==> src/cdg_cfg.svh <==
// Purpose: constants for the complementary dead-band generator
// Assumes: 100 MHz ref_clk, Avalon-MM word addressing by byte offset
// Notes: offsets are byte addresses, one 32-bit word per register
`ifndef CDG_CFG_SVH
`define CDG_CFG_SVH
`define CDG_OFS_CTRL0 4'h0
`define CDG_OFS_CTRL1 4'h4
`define CDG_OFS_CTRL2 4'h8
`define CDG_OFS_DBR 4'hC
`define CDG_ADDR_W 4
`define CDG_CTRL0_RST 8'h00
`define CDG_CTRL1_RST 8'h00
`define CDG_CTRL2_RST 8'h00
`define CDG_DB_RST 6'h00
`define CDG_OFS_DBF_IDX 4'h0
`endif

==> src/cdg_pkg.sv <==
// Purpose: types for the complementary dead-band generator
// Assumes: nothing
// Notes: register images are packed structs
package cdg_pkg;
	typedef struct packed {
		logic module_enable;
		logic out_b_enable;
		logic out_a_enable;
		logic out_b_polarity;
		logic out_a_polarity;
		logic deadband_clock_select;
		logic [2:0] input_source_select;
		logic [1:0] out_a_override_level;
		logic [1:0] out_b_override_level;
		logic shutdown_status;
		logic auto_restart_enable;
		logic [3:0] shutdown_source_en;
		logic [5:0] rising_deadband_count;
		logic [5:0] falling_deadband_count;
	} cdg_cfg_s;
	typedef struct packed {
		logic a_out;
		logic a_oe;
		logic b_out;
		logic b_oe;
	} cdg_pins_s;
	typedef struct packed {
		logic [1:0] in_sync;
		logic [3:0] sd_sync0;
		logic [3:0] sd_sync1;
		logic in_prev;
		logic [6:0] cnt;
		logic rise_phase;
		logic counting;
		logic a_on;
		logic b_on;
		logic held;
		logic was_en;
		logic div_tick;
		logic [31:0] rdata;
		logic rvalid;
	} cdg_state_s;
endpackage : cdg_pkg

==> src/cdg_complementary_generator.sv <==
// Purpose: complementary_generator with dead band and auto-shutdown
// Assumes: Avalon-MM slave, 32-bit data, byte offsets; ref_clk is system clock
// Notes: fast oscillator select modelled as a divided tick enable of ref_clk
//
// The register offsets and the Avalon-MM register port were decided locally.
`include "cdg_cfg.svh"
// Functional notes
// - outputs A and B from one input
// - clock select: system clock or fast oscillator
// - three-bit input source select field
// - source encoding cell1, osc, pwm_unit4..1, cmp1, cmp2
// - enable starts with both drives cleared
// - output enables gate pins; module enable dominates
// - per-output polarity, not applied to high/low overrides; inactive override follows it
// - independent six-bit rising and falling counts, one shared counter
// - count clock periods up to programmed value
// - rising edge: B off, count, then A
// - falling edge: A off, count, then B
// - zero count bypasses dead band
// - short pulse never turns output on
// - software shutdown holds while bit set
// - auto-restart clears software shutdown bit
// - enabled external source forces overrides immediately
// - four individually enabled shutdown sources
// - sources level sensitive, hold shutdown while active
// - two-bit override level per output
// - override encoding high, low, tristate, inactive
// - software clear only when sources low
// - overrides persist until next rising edge
// - auto-restart clears bit when sources low
module cdg_complementary_generator
	import cdg_pkg::*;
#(
	parameter int OSC_DIV = 6
)
(
	input wire logic ref_clk,
	input wire logic srst,
	input wire logic [3:0] avs_address,
	input wire logic avs_read,
	input wire logic avs_write,
	input wire logic [31:0] avs_writedata,
	input wire logic [3:0] avs_byteenable,
	output logic [31:0] avs_readdata,
	output logic avs_waitrequest,
	input wire logic comparator1_async_out,
	input wire logic comparator2_async_out,
	input wire logic pwm_unit1,
	input wire logic pwm_unit2,
	input wire logic pwm_unit3,
	input wire logic pwm_unit4,
	input wire logic oscillator_out,
	input wire logic logic_cell1_out,
	input wire logic logic_cell2_out,
	input wire logic fault_pin_n,
	output logic drive_out_a,
	output logic drive_out_a_oe,
	output logic drive_out_b,
	output logic drive_out_b_oe
);
	cdg_cfg_s cfg_reg, cfg_next;
	cdg_state_s st_reg, st_next;
	cdg_pins_s pins_reg, pins_next;
	logic [2:0] div_reg, div_next;
	logic [7:0] src_vec;
	logic [3:0] sd_raw;
	logic src_now;
	logic sd_active;
	logic tick;
	logic rise_ev;
	logic fall_ev;
	logic [5:0] target;
	logic wr_hit;
	logic rd_hit;
	logic sw_clear_try;
	logic sw_set_try;

	// synchroniser inputs; index equals source select code
	assign src_vec = {logic_cell1_out, oscillator_out, pwm_unit4, pwm_unit3,
		pwm_unit2, pwm_unit1, comparator1_async_out, comparator2_async_out};
	assign sd_raw = {comparator2_async_out, comparator1_async_out,
		~fault_pin_n, logic_cell2_out};

	// slave answers in the cycle after the request is seen
	assign avs_waitrequest = (avs_read | avs_write) & ~st_reg.rvalid;
	assign avs_readdata = st_reg.rdata;
	assign wr_hit = avs_write & st_reg.rvalid;
	assign rd_hit = avs_read & ~st_reg.rvalid;

	// tick: every ref_clk, or divided rate for the fast oscillator
	assign tick = cfg_reg.deadband_clock_select ? st_reg.div_tick : 1'b1;
	assign src_now = st_reg.in_sync[1];
	assign rise_ev = src_now & ~st_reg.in_prev;
	assign fall_ev = ~src_now & st_reg.in_prev;
	assign sd_active = |(st_reg.sd_sync1 & cfg_reg.shutdown_source_en);
	assign sw_set_try = wr_hit && avs_address == `CDG_OFS_CTRL2 && avs_byteenable[0]
		&& avs_writedata[7];
	assign sw_clear_try = wr_hit && avs_address == `CDG_OFS_CTRL2 && avs_byteenable[0]
		&& !avs_writedata[7];

	always_comb
	begin
		cfg_next = cfg_reg;
		st_next = st_reg;
		div_next = div_reg + 3'h1;
		st_next.div_tick = 1'b0;
		if (div_reg == 3'(OSC_DIV - 1))
		begin
			div_next = 3'h0;
			st_next.div_tick = 1'b1;
		end
		st_next.in_sync = {st_reg.in_sync[0], src_vec[cfg_reg.input_source_select]};
		st_next.sd_sync0 = sd_raw;
		st_next.sd_sync1 = st_reg.sd_sync0;
		st_next.rvalid = (avs_read | avs_write) & ~st_reg.rvalid;
		target = st_reg.rise_phase ? cfg_reg.rising_deadband_count
			: cfg_reg.falling_deadband_count;
		if (rd_hit)
		begin
			unique case (avs_address)
				`CDG_OFS_CTRL0: st_next.rdata = {24'h0, cfg_reg.module_enable,
					cfg_reg.out_b_enable, cfg_reg.out_a_enable, cfg_reg.out_b_polarity,
					cfg_reg.out_a_polarity, 2'h0, cfg_reg.deadband_clock_select};
				`CDG_OFS_CTRL1: st_next.rdata = {24'h0, cfg_reg.out_b_override_level,
					cfg_reg.out_a_override_level, 1'b0, cfg_reg.input_source_select};
				`CDG_OFS_CTRL2: st_next.rdata = {24'h0, cfg_reg.shutdown_status,
					cfg_reg.auto_restart_enable, 2'h0, cfg_reg.shutdown_source_en};
				`CDG_OFS_DBR: st_next.rdata = {18'h0, cfg_reg.falling_deadband_count,
					2'h0, cfg_reg.rising_deadband_count};
				default: st_next.rdata = 32'h0;
			endcase
		end
		if (wr_hit && avs_byteenable[0])
		begin
			unique case (avs_address)
				`CDG_OFS_CTRL0:
				begin
					cfg_next.module_enable = avs_writedata[7];
					cfg_next.out_b_enable = avs_writedata[6];
					cfg_next.out_a_enable = avs_writedata[5];
					cfg_next.out_b_polarity = avs_writedata[4];
					cfg_next.out_a_polarity = avs_writedata[3];
					cfg_next.deadband_clock_select = avs_writedata[0];
				end
				`CDG_OFS_CTRL1:
				begin
					cfg_next.out_b_override_level = avs_writedata[7:6];
					cfg_next.out_a_override_level = avs_writedata[5:4];
					cfg_next.input_source_select = avs_writedata[2:0];
				end
				`CDG_OFS_CTRL2:
				begin
					cfg_next.auto_restart_enable = avs_writedata[6];
					cfg_next.shutdown_source_en = avs_writedata[3:0];
				end
				`CDG_OFS_DBR: cfg_next.rising_deadband_count = avs_writedata[5:0];
				default: cfg_next.module_enable = cfg_reg.module_enable;
			endcase
		end
		if (wr_hit && avs_byteenable[1] && avs_address == `CDG_OFS_DBR)
			cfg_next.falling_deadband_count = avs_writedata[13:8];
		// shutdown status: hardware set beats any clear
		if (sw_set_try)
			cfg_next.shutdown_status = 1'b1;
		else if (sw_clear_try && !cfg_reg.auto_restart_enable && !sd_active)
			cfg_next.shutdown_status = 1'b0;
		if (cfg_reg.auto_restart_enable && !sd_active && !sw_set_try)
			cfg_next.shutdown_status = 1'b0;
		if (sd_active && cfg_reg.module_enable)
			cfg_next.shutdown_status = 1'b1;
		// dead-band engine
		if (tick)
			st_next.in_prev = src_now;
		if (!cfg_reg.module_enable)
		begin
			st_next.a_on = 1'b0;
			st_next.b_on = 1'b0;
			st_next.counting = 1'b0;
			st_next.held = 1'b1;
		end
		else if (!st_reg.was_en)
		begin
			st_next.a_on = 1'b0;
			st_next.b_on = 1'b0;
			st_next.counting = 1'b0;
			st_next.held = 1'b1;
		end
		else if (tick)
		begin
			if (rise_ev)
			begin
				st_next.b_on = 1'b0;
				st_next.rise_phase = 1'b1;
				st_next.cnt = 7'h0;
				st_next.counting = cfg_reg.rising_deadband_count != `CDG_DB_RST;
				st_next.a_on = cfg_reg.rising_deadband_count == `CDG_DB_RST;
				if (!cfg_reg.shutdown_status)
					st_next.held = 1'b0;
			end
			else if (fall_ev)
			begin
				st_next.a_on = 1'b0;
				st_next.rise_phase = 1'b0;
				st_next.cnt = 7'h0;
				st_next.counting = cfg_reg.falling_deadband_count != `CDG_DB_RST;
				st_next.b_on = cfg_reg.falling_deadband_count == `CDG_DB_RST;
			end
			else if (st_reg.counting)
			begin
				st_next.cnt = st_reg.cnt + 7'h1;
				if (st_reg.cnt + 7'h1 >= {1'b0, target})
				begin
					st_next.counting = 1'b0;
					st_next.a_on = st_reg.rise_phase;
					st_next.b_on = ~st_reg.rise_phase;
				end
			end
		end
		if (cfg_reg.shutdown_status || sd_active)
			st_next.held = 1'b1;
		st_next.was_en = cfg_reg.module_enable;
	end

	// pin resolve: normal waveform or override
	always_comb
	begin
		logic hold;
		hold = st_reg.held | cfg_reg.shutdown_status | sd_active;
		pins_next.a_out = st_reg.a_on ^ ~cfg_reg.out_a_polarity;
		pins_next.b_out = st_reg.b_on ^ ~cfg_reg.out_b_polarity;
		pins_next.a_oe = cfg_reg.out_a_enable;
		pins_next.b_oe = cfg_reg.out_b_enable;
		if (hold)
		begin
			unique case (cfg_reg.out_a_override_level)
				2'h3: pins_next.a_out = 1'b1;
				2'h2: pins_next.a_out = 1'b0;
				2'h1: pins_next.a_oe = 1'b0;
				2'h0: pins_next.a_out = ~cfg_reg.out_a_polarity;
			endcase
			unique case (cfg_reg.out_b_override_level)
				2'h3: pins_next.b_out = 1'b1;
				2'h2: pins_next.b_out = 1'b0;
				2'h1: pins_next.b_oe = 1'b0;
				2'h0: pins_next.b_out = ~cfg_reg.out_b_polarity;
			endcase
		end
		if (!cfg_reg.module_enable)
		begin
			pins_next.a_oe = 1'b0;
			pins_next.b_oe = 1'b0;
			pins_next.a_out = 1'b0;
			pins_next.b_out = 1'b0;
		end
	end

	always_ff @(posedge ref_clk)
	begin
		if (srst)
		begin
			cfg_reg <= '0;
			st_reg <= '0;
			pins_reg <= '0;
			div_reg <= 3'h0;
		end
		else
		begin
			cfg_reg <= cfg_next;
			st_reg <= st_next;
			pins_reg <= pins_next;
			div_reg <= div_next;
		end
	end

	assign drive_out_a = pins_reg.a_out;
	assign drive_out_a_oe = pins_reg.a_oe;
	assign drive_out_b = pins_reg.b_out;
	assign drive_out_b_oe = pins_reg.b_oe;
endmodule : cdg_complementary_generator

==> config.mk <==
export PLATFORM = sky130hd
export DESIGN_NAME = cdg_complementary_generator
export DESIGN_NICKNAME = d
export VERILOG_FILES = /design/src/cdg_pkg.sv /design/src/cdg_complementary_generator.sv
export VERILOG_INCLUDE_DIRS = /design/src
export SDC_FILE = /design/constraint.sdc
export NUM_CORES = 1
export LEC_CHECK = 0
export BUFFER_PORTS_ARGS = -buffer_cell sky130_fd_sc_hd__buf_4
export CAP_MARGIN = 10
export CORE_ASPECT_RATIO = 1.4
export CORE_MARGIN = 2
export CORE_UTILIZATION = 46
export CTS_CLUSTER_DIAMETER = 50
export DETAILED_ROUTE_END_ITERATION = 16
export PLACE_DENSITY = 0.7
export SYNTH_ARGS = -nofsm -noshare
export SYNTH_HDL_FRONTEND = slang
export SYNTH_SLANG_ARGS = --single-unit
==> constraint.sdc <==
create_clock -name ref_clk -period 5.4 [get_ports ref_clk]
set_input_delay 1.35 -clock ref_clk [delete_from_list [all_inputs] [get_ports ref_clk]]
set_output_delay 1.35 -clock ref_clk [all_outputs]
set_load 0.02 [all_outputs]
======== Word-level counts from Yosys, hierarchy flattened ========
Index checks and enable logic that the tools add are counted.
storage, ports and cells
  register bits after elaboration ......... 96
  output and inout bits ................... 37
operators by class
  $add $sub $neg .......................... 2
  $lt $le $gt $ge ......................... 2
  equal/unequal tests ..................... 13
  mux-type cells .......................... 28
  bitwise logic cells ..................... 20
  reductions and logical operators ........ 40
operator list
  operator                                                               count
  14-bit one-hot mux with 4 select lines                                 1
  1-bit 2-to-1 mux                                                       16
  7-bit 2-to-1 mux                                                       2
  1-bit logical AND                                                      12
  6-bit logical NOT                                                      2
  6-bit nonzero test                                                     2
  11-bit 2-to-1 mux                                                      1
  3-bit 2-to-1 mux                                                       3
  1-bit NOT                                                              9
  2-bit equality test, second input constant                             4
  4-bit equality test, second input constant                             2
  4-bit by 2-bit != test with 1-bit output, second input constant        2
  2-bit AND reduction                                                    4
  4-bit AND reduction                                                    2
  7-bit by 1-bit adder with 7-bit output, second input constant          1
  7-bit by 6-bit >= comparator with 1-bit output                         1
  6-bit 2-to-1 mux                                                       1
  1-bit one-hot mux with 3 select lines                                  2
  3-bit AND reduction                                                    2
  3-bit nonzero test                                                     2
  1-bit AND                                                              5
  4-bit AND                                                              1
  2-bit by 1-bit equality test with 1-bit output, second input constant  2
  4-bit by 3-bit equality test with 1-bit output, second input constant  1
  17 further kinds                                                       25

======== Logic depth before layout (Yosys ltp) ========
  word-level depth ........................ 10
  depth in mapped cells ................... 9
  gate-level depth less buffers ........... 9

======== Worst setup path before layout ========
No wires, ideal clock.
  path kind ............................... input-to-output
  start point ............................. input avs_write
  end point ............................... output avs_waitrequest
  arrival time ............................ 1.666 ns
  required time ........................... 4.050 ns
  slack ................................... 2.384 ns
  stages .................................. 2
  buffers on the path ..................... 0
  cells stage by stage .................... nor2_1 > nor2_1
on the way
  longest elaborated chain between the ends .. 2
RTL lines
  what                RTL line                           text
  start: declaration  cdg_complementary_generator.sv:41  input wire logic avs_write,
  1-bit bitwise OR    cdg_complementary_generator.sv:85  assign avs_waitrequest = (avs_read | avs_write) & ~st_reg.rvalid;
  1-bit AND           cdg_complementary_generator.sv:85
  end: declaration    cdg_complementary_generator.sv:45  output logic avs_waitrequest,
No other way between the ends.

======== Final worst setup path ========
Same ends and word-level chain as after synthesis.

==> metrics <==
Slew HR=51.7%; Syn. warnings=0; gpl congestion=0.824; Tot GR Track Use=19.5%; P per Cell Area=283 mW/mm^2; GRT overflow=0; path type of the worst min-delay path=reg2reg; worst path required time=4.05 ns; Worst Path Class, Setup=in2out; die height=113 um; final wirelength=8450 um; full die area=0.00928 mm^2; clock-pin slew on the worst setup and hold paths=0.06 ns; most frequent cells in the layout=dfxtp_1, nor2_1, buf_4, mux2i_1, nand2_1; Hold-fix buffers, CTS=0; Clock power frac=47.2%; Area Growth Syn to Fin=14.1%; synthesized area per cell=9.21 um^2; period utilization=59.2%; CP arrival=1.85 ns; Final Max Slew Viols=0; ANT cells=0; final core occ=54.5%; cell at the root of the clock tree=clkbuf_16; Cell Area, Placed=0.00418 mm^2; port buffer count=52; fin area=0.00447 mm^2; DR WL/cell=15.0 um; Num CTS Buffers=9; antenna viol nets, final=0; number of synthesized flops with an enable pin=0; Seq/Total Area, Yosys=39.9%; pin count of the biggest net entering global routing=72; Max Clock Skew=0.00598 ns; vias in the first global route=2908; Clk Latency, worst-skew pair=0.34 ns; post-CTS setup buffer count=0; H-tree Lvls=3; Critical Path Sink Type=primary output; Via density=5.35; most common cell after layout, fill and taps aside=dfxtp_1; critical-path cell list=buf_4 -> nor2_1 -> nor2_1 -> buf_4; initial antenna violation count=0; Initial Util=47.8%; share of cells above drive strength 1=18.9%; switching share of power=22.6%; Final setup viols=0; CP startpoint kind=input port; outcome=complete, no violations; internal power=980 uW; max FFs per register=31; CTS tree=yes; Max Freq=0.313 GHz; Psw=286 uW; final period demand of the worst path=3.20 ns; drt drc=0; power share of the combinational group=6.4%; setup TNS=0 ns; Clock Sinks=78; first-pass GRT wire length=13800 um; RSZ-0062 raised after global routing=no; ys async rst share=0%; Lkg Pwr=1.75 nW; cell count after placement=548; Core Box Area=0.00820 mm^2; CP max-delay cell=buf_4; Mapped Cells=425; CTS resizes=0; drt first pass iters=4; Synth Flop Type=dfxtp_1; Slew @ Worst Pin=0.725 ns; CP max FO=3; nets@finish=522; Via Count=3011; Synth cell types=55; maxcap violations=0; clock tree buffer depth=2; IO Count=91; Final HPWL DP=6150 um; First DRT Iteration DRCs=156; CP max stage delay=0.16 ns; row cnt=39; Netlist Area Pre-Place=0.00392 mm^2; final hold viol count=0; Flop pwr share=46.4%; maximum vdd drop=0.159 mV; Die X=82.0 um; final std cells w/o fill=563; register bit total from synthesis=78
==> final timing paths <==
check / startpoint / endpoint / slack [ns] / cells after the start
min reg2reg: st_next[50] / st_reg[50] / 0.44 / 1
max reg2reg: st_reg[40] / st_reg[36] / 3.15 / 9
max: avs_write / avs_waitrequest / 2.20 / 4
min: st_next[50] / st_reg[50] / 0.44 / 1
==> layout make-up <==
| class | instances | area, um^2 |
|---|---|---|
| fillers | 745 | 3730 |
| multi-input cells | 308 | 2070 |
| flip-flops and latches | 78 | 1560 |
| repair buffers | 52 | 390 |
| clock buffers | 11 | 243 |
| well taps | 102 | 128 |
| clock inverters | 4 | 47.5 |
| inverters | 8 | 30.0 |
==> synthesized netlist by cell type (all sizes together), types with 8 or more instances <==
cell,number,share of area (%)
dfxtp,78,40
nor2,64,6.3
mux2i,41,10
buf,38,7.3
nand2,28,2.7
a21oi,24,3.1
nand3,17,2.8
nor2b,12,1.9
o21ai,12,1.5
a22oi,11,2.1
ha,11,3.5
clkbuf,10,0.96
or3,10,1.6
inv,8,0.77
==> critical path: cells and delay by family <==
family / cells / cell delay (ns)
buf+inv: 2 / 0.29
simple gates: 2 / 0.20
==> per-layer routing <==
metal,track usage (%),share of wire (%),vias to the layer above
li1,-,-,1507
met1,22.3,40,1424
met2,33.8,54,66
met3,3.03,3.6,14
met4,10.4,2.3,0
met5,0,0,-
==> power by group through the flow <==
stage	sequential, mW	clock (mW)	combinational (mW)
floorplan	0.599	0	0.0587
global placement	0.600	0	0.0792
detailed placement	0.600	0	0.0807
CTS	0.587	0.603	0.0810
global route	0.588	0.630	0.0890
finish	0.587	0.598	0.0810
==> kinds of logic (layout without fill, tap and decap cells) <==
kind of cell / count (synthesis) / after routing / share of synthesized area, %
buf+inv: 56 / 75 / 8.98
mux: 48 / 48 / 13.4
fa+ha+maj: 11 / 11 / 3.51
simple gates: 164 / 164 / 22.7
xor+xnor: 4 / 4 / 0.895
other cells: 1 / 18 / 0.0958
compound gates: 63 / 63 / 10.6
flops: 78 / 78 / 39.9
==> per-stage QoR <==
step	setup slack, ns	power (mW)	hold slack, ns
after floorplan	2.38	0.657	0.414
after global placement	2.22	0.679	0.417
after detailed placement	2.21	0.681	0.431
after CTS	2.21	1.27	0.447
after global routing	2.19	1.31	0.460
final	2.20	1.27	0.443
Note: power is estimated with default switching activity, not from simulation.
